$ cat config.mk
export PLATFORM = sky130hd
export DESIGN_NAME = mtio_core
export DESIGN_NICKNAME = d
export VERILOG_FILES = /design/src/core/mtio_pkg.sv /design/src/core/mtio_core.sv
export VERILOG_INCLUDE_DIRS = /design/src /design/src/core
export SDC_FILE = /design/constraint.sdc
export NUM_CORES = 1
export LEC_CHECK = 0
export BUFFER_PORTS_ARGS = -buffer_cell sky130_fd_sc_hd__buf_2
export CORE_MARGIN = 4
export CORE_UTILIZATION = 45
export DETAILED_ROUTE_END_ITERATION = 7
export HOLD_SLACK_MARGIN = 0.06
export PLACE_DENSITY_LB_ADDON = 0.2
export SYNTH_ARGS = -nofsm -noshare
export SYNTH_HDL_FRONTEND = slang
export SYNTH_SLANG_ARGS = --single-unit
export TNS_END_PERCENT = 1
$ cat constraint.sdc
create_clock -name i_clk -period 3 [get_ports i_clk]
set_input_delay 0.6 -clock i_clk [delete_from_list [all_inputs] [get_ports i_clk]]
set_output_delay 0.6 -clock i_clk [all_outputs]
set_load 0.005 [all_outputs]
$ cat src/core/mtio_params.svh
// Purpose: constants for the motion task i/o expansion logic
// Assumes: 125 MHz control clock
// Notes:   timing counts derived from times in microseconds
`ifndef MTIO_PARAMS_SVH
`define MTIO_PARAMS_SVH
`define MTIO_CLK_MHZ        125
`define MTIO_START_DLY_US   2000
`define MTIO_START_DLY_CYC  ((`MTIO_START_DLY_US * `MTIO_CLK_MHZ))
`define MTIO_TASK_RST       8'h00
`define MTIO_TOGGLE_RST     1'b0
`define MTIO_MODE_TOGGLE    1'b0
`define MTIO_MODE_POSREG    1'b1
`endif

$ cat src/core/mtio_pkg.sv
// Purpose: types for the motion task i/o expansion logic
// Assumes: nothing
// Notes:   state of the top module is one packed struct
package mtio_pkg;
  typedef enum logic [1:0] {
    MTIO_IDLE,
    MTIO_RUN,
    MTIO_HALT
  } mtio_state_t;

  typedef struct packed {
    mtio_state_t state;
    logic [7:0]  task_num;
    logic [7:0]  active_task;
    logic        toggle;
    logic        in_chain;
    logic [2:0]  resume_sync;
    logic [2:0]  start_sync;
    logic        resume_seen;
    logic        start_seen;
    logic        start_pulse;
    logic        resume_pulse;
    logic        in_pos;
    logic        ferr_n;
    logic [5:0]  flags;
    logic [1:0]  met_prev;
    logic        shared_pin;
  } mtio_reg_t;
endpackage

$ cat src/core/mtio_core.sv
// Purpose: command inputs and status outputs of the motion task i/o card
// Assumes: motion engine status inputs come from logic on i_clk
// Notes:   start and restart pin inputs pass a three flop chain, last two must agree
//
// Operation
// - restart input resumes the interrupted motion task where it stopped.
// - base unit resume input also resumes, but is taken as a raw level with no filter or edge.
// - addressed start begins the task number presented on the eight inputs.
// - in-position output high when target lies within in-position window.
// - no broken wire detection on the in-position output.
// - next-in-position output inverts at each later start of a chained task.
// - first task of a chain drives next-in-position output low.
// - text command setting changes the next-in-position signalling form.
// - each position flag output high while its register condition is met, except flags zero and five in pulse form.
// - flag zero shares next-in-position terminal; flags zero, five set by text.
`timescale 1ns/1ps
`include "mtio_params.svh"
module mtio_core (
  input  wire logic       i_clk,
  input  wire logic       i_rst,
  input  wire logic       i_resume_task_in,
  input  wire logic       i_base_resume_in,
  input  wire logic       i_addressed_task_start_in,
  input  wire logic [7:0] i_task_number,
  input  wire logic       i_target_in_window,
  input  wire logic       i_task_interrupted,
  input  wire logic       i_chain_active,
  input  wire logic       i_chain_task_start,
  input  wire logic       i_chain_first_task,
  input  wire logic       i_next_pos_mode,
  input  wire logic       i_flag_pulse_mode,
  input  wire logic       i_following_error,
  input  wire logic [5:0] i_posreg_met,
  output logic            o_task_start,
  output logic            o_task_resume,
  output logic [7:0]      o_task_select,
  output logic            o_target_reached_out,
  output logic            o_chain_step_toggle_out,
  output logic            o_tracking_error_n_out,
  output logic [5:0]      o_position_flag_out
);

  mtio_pkg::mtio_reg_t state_reg;
  mtio_pkg::mtio_reg_t state_next;

  // filtered level: change only counts when the last two stages agree
  function automatic logic filt(input logic [2:0] s, input logic prev);
    filt = (s[2] == s[1]) ? s[1] : prev;
  endfunction

  // rising edge of a filtered level against the level held last cycle
  function automatic logic rise(input logic [2:0] s, input logic prev);
    rise = filt(s, prev) & ~prev;
  endfunction

  // shared terminal source, one place so mode decoding cannot drift
  function automatic logic pick(input logic mode, input logic tgl, input logic flag0);
    pick = (mode == `MTIO_MODE_TOGGLE) ? tgl : flag0;
  endfunction

  logic resume_lvl;
  logic start_lvl;
  logic resume_edge;
  logic start_edge;
  logic base_resume;
  logic resume_req;

  // base resume comes from the base unit on i_clk, no synchroniser needed
  assign base_resume = i_base_resume_in;

  // edges of the filtered pins; a level held high never starts twice
  assign resume_edge = rise(state_reg.resume_sync, state_reg.resume_seen);
  assign start_edge  = rise(state_reg.start_sync, state_reg.start_seen);
  // either resume source; only acted on while a task stands interrupted
  assign resume_req  = resume_edge | base_resume;

  always_comb begin
    state_next = state_reg;
    state_next.start_pulse  = 1'b0;
    state_next.resume_pulse = 1'b0;
    // bit 0 is taken by the second flop only, then the third
    state_next.resume_sync = {state_reg.resume_sync[1:0], i_resume_task_in};
    state_next.start_sync  = {state_reg.start_sync[1:0], i_addressed_task_start_in};
    resume_lvl = filt(state_reg.resume_sync, state_reg.resume_seen);
    start_lvl  = filt(state_reg.start_sync, state_reg.start_seen);
    state_next.resume_seen = resume_lvl;
    state_next.start_seen  = start_lvl;
    // task number bus registered every cycle, copied to the active task on the start edge
    state_next.task_num = i_task_number; // bit 0 lsb, bit 7 msb
    case (state_reg.state)
      mtio_pkg::MTIO_IDLE, mtio_pkg::MTIO_RUN: begin
        if (start_edge) begin
          state_next.active_task = state_reg.task_num;
          state_next.start_pulse = 1'b1;
          state_next.state       = mtio_pkg::MTIO_RUN;
        end else if (i_task_interrupted) begin
          state_next.state = mtio_pkg::MTIO_HALT;
        end
      end
      mtio_pkg::MTIO_HALT: begin
        // resume keeps the stored task, motion engine continues from stop point
        if (resume_req) begin
          state_next.resume_pulse = 1'b1;
          state_next.state        = mtio_pkg::MTIO_RUN;
        end else if (start_edge) begin
          state_next.active_task = state_reg.task_num;
          state_next.start_pulse = 1'b1;
          state_next.state       = mtio_pkg::MTIO_RUN;
        end
      end
      default: begin
        state_next.state = mtio_pkg::MTIO_IDLE;
      end
    endcase
    // chain toggle: first task forces low, later starts invert
    state_next.in_chain = i_chain_active;
    if (i_chain_active && i_chain_task_start) begin
      if (i_chain_first_task) begin
        state_next.toggle = 1'b0;
      end else begin
        state_next.toggle = ~state_reg.toggle;
      end
    end
    // plain level, no wire break sensing possible on this output
    state_next.in_pos = i_target_in_window;
    state_next.ferr_n = ~i_following_error;
    // flag zero and five may be pulse form, chosen by text command
    state_next.flags    = i_posreg_met;
    state_next.met_prev = {i_posreg_met[5], i_posreg_met[0]};
    if (i_flag_pulse_mode) begin
      // edge against the stored condition, so a held condition gives one pulse
      state_next.flags[0] = i_posreg_met[0] & ~state_reg.met_prev[0];
      state_next.flags[5] = i_posreg_met[5] & ~state_reg.met_prev[1];
    end
    // shared terminal registered so the pin comes straight from a flop
    state_next.shared_pin = pick(i_next_pos_mode, state_next.toggle, state_next.flags[0]);
  end

  // single register stage for all state
  always_ff @(posedge i_clk) begin
    if (i_rst) begin
      state_reg <= '0;
      state_reg.state  <= mtio_pkg::MTIO_IDLE;
      state_reg.ferr_n <= 1'b1;
      state_reg.toggle <= `MTIO_TOGGLE_RST;
      state_reg.active_task <= `MTIO_TASK_RST;
    end else begin
      state_reg <= state_next;
    end
  end

  // outputs straight from the state flops
  assign o_task_start         = state_reg.start_pulse;
  assign o_task_resume        = state_reg.resume_pulse;
  assign o_task_select        = state_reg.active_task;
  assign o_target_reached_out = state_reg.in_pos;
  // shared terminal, picked one cycle earlier so it leaves a flop
  assign o_chain_step_toggle_out = state_reg.shared_pin;
  assign o_tracking_error_n_out = state_reg.ferr_n;
  assign o_position_flag_out    = state_reg.flags;

  // checks
  property p_ferr;
    @(posedge i_clk) disable iff (i_rst) i_following_error |=> !o_tracking_error_n_out;
  endproperty
  a_ferr: assert property (p_ferr) else $error("ferr not low");

  property p_target_reached_out;
    @(posedge i_clk) disable iff (i_rst)
      i_target_in_window |=> o_target_reached_out;
  endproperty
  a_target_reached_out: assert property (p_target_reached_out) else $error("target_reached_out not high");

  property p_first;
    @(posedge i_clk) disable iff (i_rst)
      (i_chain_active && i_chain_task_start && i_chain_first_task) |=> !state_reg.toggle;
  endproperty
  a_first: assert property (p_first) else $error("first chain task not low");

  property p_toggle;
    @(posedge i_clk) disable iff (i_rst)
      (i_chain_active && i_chain_task_start && !i_chain_first_task)
      |=> state_reg.toggle != $past(state_reg.toggle);
  endproperty
  a_toggle: assert property (p_toggle) else $error("toggle missed");

  property p_start;
    @(posedge i_clk) disable iff (i_rst)
      $rose(state_reg.start_sync[2]) && state_reg.start_sync[1] && !state_reg.start_seen &&
      !(state_reg.state == mtio_pkg::MTIO_HALT && resume_req)
      |=> o_task_start ##0 o_task_select == $past(state_reg.task_num);
  endproperty
  a_start: assert property (p_start) else $error("start not taken");

  property p_resume;
    @(posedge i_clk) disable iff (i_rst)
      (state_reg.state == mtio_pkg::MTIO_HALT && base_resume) |=> o_task_resume;
  endproperty
  a_resume: assert property (p_resume) else $error("base resume lost");

  property p_keep;
    @(posedge i_clk) disable iff (i_rst)
      o_task_resume |-> $stable(o_task_select);
  endproperty
  a_keep: assert property (p_keep) else $error("resume changed task");

  property p_flag;
    @(posedge i_clk) disable iff (i_rst)
      (i_posreg_met[3] && !i_flag_pulse_mode) |=> o_position_flag_out[3];
  endproperty
  a_flag: assert property (p_flag) else $error("flag not high");

  // shared terminal equals the selected source flop one cycle after the mode is set
  property p_mux;
    @(posedge i_clk) disable iff (i_rst)
      i_next_pos_mode == `MTIO_MODE_POSREG |=> o_chain_step_toggle_out == state_reg.flags[0];
  endproperty
  a_mux: assert property (p_mux) else $error("shared terminal wrong");

  property p_tmode;
    @(posedge i_clk) disable iff (i_rst)
      i_next_pos_mode == `MTIO_MODE_TOGGLE |=> o_chain_step_toggle_out == state_reg.toggle;
  endproperty
  a_tmode: assert property (p_tmode) else $error("toggle not on terminal");

  // level outputs also drop back, not only rise
  property p_ferr_off;
    @(posedge i_clk) disable iff (i_rst)
      !i_following_error |=> o_tracking_error_n_out;
  endproperty
  a_ferr_off: assert property (p_ferr_off) else $error("ferr not released");

  property p_target_reached_out_off;
    @(posedge i_clk) disable iff (i_rst)
      !i_target_in_window |=> !o_target_reached_out;
  endproperty
  a_target_reached_out_off: assert property (p_target_reached_out_off) else $error("target_reached_out stuck high");

  // middle flags are always plain levels
  property p_flag_lvl;
    @(posedge i_clk) disable iff (i_rst)
      1'b1 |=> o_position_flag_out[4:1] == $past(i_posreg_met[4:1]);
  endproperty
  a_flag_lvl: assert property (p_flag_lvl) else $error("middle flags wrong");

  // pulse form: a flag high in pulse mode must drop again the next cycle
  property p_pulse0;
    @(posedge i_clk) disable iff (i_rst)
      i_flag_pulse_mode && o_position_flag_out[0] |=> !o_position_flag_out[0];
  endproperty
  a_pulse0: assert property (p_pulse0) else $error("flag zero pulse too long");

  property p_pulse5;
    @(posedge i_clk) disable iff (i_rst)
      i_flag_pulse_mode && o_position_flag_out[5] |=> !o_position_flag_out[5];
  endproperty
  a_pulse5: assert property (p_pulse5) else $error("flag five pulse too long");

  // resume only from an interrupted task, and it leaves the task running
  property p_refuse;
    @(posedge i_clk) disable iff (i_rst)
      state_reg.state != mtio_pkg::MTIO_HALT |=> !o_task_resume;
  endproperty
  a_refuse: assert property (p_refuse) else $error("resume while not halted");

  property p_run;
    @(posedge i_clk) disable iff (i_rst)
      o_task_resume |-> state_reg.state == mtio_pkg::MTIO_RUN;
  endproperty
  a_run: assert property (p_run) else $error("resume did not run");

  property p_halt;
    @(posedge i_clk) disable iff (i_rst)
      state_reg.state == mtio_pkg::MTIO_RUN && i_task_interrupted && !start_edge
      |=> state_reg.state == mtio_pkg::MTIO_HALT;
  endproperty
  a_halt: assert property (p_halt) else $error("interrupt not held");

  // one start pulse per pin edge, and the selection moves only with it
  property p_one;
    @(posedge i_clk) disable iff (i_rst)
      o_task_start |=> !o_task_start;
  endproperty
  a_one: assert property (p_one) else $error("start pulse too long");

  property p_hold;
    @(posedge i_clk) disable iff (i_rst)
      !o_task_start |-> $stable(o_task_select);
  endproperty
  a_hold: assert property (p_hold) else $error("select moved without start");

  property p_num;
    @(posedge i_clk) disable iff (i_rst)
      1'b1 |=> state_reg.task_num == $past(i_task_number);
  endproperty
  a_num: assert property (p_num) else $error("task number bits moved");

  // main scenarios reached by the bench
  c_start: cover property (@(posedge i_clk) o_task_start);
  c_resume: cover property (@(posedge i_clk) o_task_resume);
  c_chain: cover property (@(posedge i_clk) state_reg.in_chain && $changed(o_chain_step_toggle_out));
  c_ferr: cover property (@(posedge i_clk) !o_tracking_error_n_out);
endmodule

==> metrics.cfg <==
[detailed_routing]
drtAntennaViolNets = 0
via_per_inst = 4.45
routedWlPerCell_um = 9.97
drt_iter0_drc = 27
vias = 947
dr.pass1.iters = 2
postRouteWirelength_mm = 2.12
drc = 0

[timing]
finalHoldViolations = 0
fin_crit_ns = 1.64
skew_ns = 0.00521
timing.hold.ws_ns = 0.418
worst_slew_pin_slew_ns = 0.880
rsz0062_at_grt = false
fmax_mhz = 608
finalCritPeriodShare_pct = 54.8
setup_viol_count_final = 0
slew_headroom_pct = 41.2
slew_viol_final = 0
fin_setup_tns_ns = 0

[clock_network]
clock_latency_ns = 0.34
cts_hold_buf = 0
h-tree-depth = 2
clock_path_buffers = 2
cts-resized-gates = 0
clk_pin_slew_worst_paths_ns = 0.11
postCtsSetupBuffers = 0
clock-root-buffer = clkbuf_4
numClockSinks = 40
cts_tree = built
numCtsBuffers = 5

[place]
finalWeightedCongestion = 0.652
port_buffers = 45
dp_hpwl_mm = 1.51

[logic_synthesis]
synthFlopType = dfxtp_1
yosys_register_bits = 40
postSynth.asyncResetShare_pct = 0
netlist_instances = 136
synth_area_per_cell_um2 = 10.7
syn_area_um2 = 1460
synth.yosys.seq_area_share_pct = 54.8
synth_cell_types = 30
synth_edf_count = 0
yosysWarnings = 0
synth_fp_nets = 163

[hold_path]
hold_path_depth = 2
min_from = i_following_error
worst_hold_path.endpoint = o_tracking_error_n_out$_SDFF_PP1_
hp-class = in -> reg

[power]
finalPower_uw = 891
powerDensity_nw_per_um2 = 535
p_leak_uw = 0.000737
vdd_ir_drop_max_uv = 340

[worst_setup_path]
worstSetupStartpointType = flip-flop
crit_fanout = 9
cp.required_ns = 3.27
reg2regPathDepth = 3
timing.rr.start = state_reg[39]$_SDFFE_PP0P_
regToRegSetupSlack_ns = 1.36
end_kind = flip-flop
arrival_ns = 1.91
critPathKind = reg -> reg
r2r_end = o_task_select[1]$_SDFFE_PP0P_

[layout]
drive_above_1_share_pct = 32.5
area_delta_synth_final_pct = 14.0
layout.nets = 195
diodes = 0
largest_reg_flops = 17
post-route-util_pct = 54.1

[global_routing]
grt_pass1_wl_mm = 3.54
antenna_found_initial = 0
track_usage_pct = 11.3
grt_overflow = 0
grt_max_degree = 47
grt_pass1_vias = 902

[floorplanning]
fp.dieH_um = 65.0
fp.dieArea_um2 = 4220
chipWidth_um = 65.0
rows = 20
start_util_pct = 47.5
core-area_um2 = 3080
num_io_pins = 46

[job]
cap_violations = 0

[status]
status = complete, no violations

## power by group
| part | total [uW] | switching, uW | internal (uW) |
|---|---|---|---|
| Sequential | 559 | 7.66 | 551 |
| Combinational | 59.5 | 23.4 | 36.1 |
| Clock | 273 | 161 | 112 |
| Total | 891 | 192 | 699 |
## metrics by stage
step	instances	worst slack (ns)	area [um^2]
global placement	205	1.05	1610
floorplan	136	1.63	1460
finish	213	1.36	1670
global route	213	1.18	1670
detailed placement	205	0.977	1610
CTS	213	1.30	1670
## worst max-delay path: stages, from the launching register on
cell	delay, ns
dfxtp_1	0.37
o21a_1	0.21
a211oi_2	0.74
mux2i_1	0.26
## layer usage
layer / global-route usage [%] / share of wire (%)
met1: 11.1 / 40
met2: 18.8 / 46
met3: 6.41 / 12
met4: 5.54 / 2.2
met5: 0 / 0
## Yosys cell counts, drive strengths merged (2+ instances only)
cell | count | area, um^2
a21boi | 2 | 15.0
a21oi | 3 | 15.0
buf | 16 | 121
clkbuf | 4 | 15.0
dfxtp | 40 | 801
mux2i | 8 | 80.1
nand2 | 3 | 11.3
nand2b | 18 | 113
nor2b | 21 | 131
nor3b | 2 | 20.0
o21a | 2 | 15.0
o21ai | 2 | 10.0
## layout by cell type, fill, tap and decap left out
cell type  Yosys  routed
o21a_1         2       2
dfxtp_1       40      40
inv_1          1       1
nand3b_1       1       1
and2b_1        1       1
mux2i_1        8       8
o31a_1         1       1
a21o_1         1       1
a21boi_0       2       2
nand2b_1      18      18
clkbuf_8       0       1
nor2b_1       21      21
and3b_1        1       1
nand2_1        3       3
nor3b_1        1       1
o21ba_1        1       1
and2_1         1       1
a211oi_2       1       1
nand3_1        1       1
buf_2          1      45
a31oi_1        1       1
clkbuf_4       0       5
o21bai_1       1       1
nor2_1         1       1
nor3b_2        1       1
o41ai_1        1       1
clkinv_2       0       2
nor4bb_1       1       1
o21ai_0        2       2
a21oi_1        3       3
## area by class of cell
cell class | instances | area (um^2)
Tap cell | 44 | 55.1
Fill cell | 287 | 1410
Timing Repair Buffer | 45 | 225
Clock buffer | 6 | 51.3
Sequential cell | 40 | 801
Inverter | 1 | 3.75
Clock inverter | 2 | 10.0
Multi-Input combinational cell | 75 | 520
## how the worst max path moves through the flow
stage,startpoint,end,slack [ns]
after floorplan,i_base_resume_in,o_task_select[0]$_SDFFE_PP0P_,1.63
after global placement,i_base_resume_in,o_task_select[2]$_SDFFE_PP0P_,1.05
after detailed placement,i_base_resume_in,o_task_select[4]$_SDFFE_PP0P_,0.98
after CTS,state_reg[39]$_SDFFE_PP0P_,o_task_select[7]$_SDFFE_PP0P_,1.30
after global routing,state_reg[39]$_SDFFE_PP0P_,o_task_select[0]$_SDFFE_PP0P_,1.18
final,state_reg[39]$_SDFFE_PP0P_,o_task_select[1]$_SDFFE_PP0P_,1.36
## logic make-up after synthesis
logic type / Yosys count / synth area share, %
AO/OA/AOI/OAI: 16 / 7.96
buffers and inverters: 21 / 9.59
multiplexers: 8 / 5.48
flip-flops: 40 / 54.8
AND/OR/NAND/NOR: 51 / 22.2
Note: power is estimated with default switching activity, not from simulation.
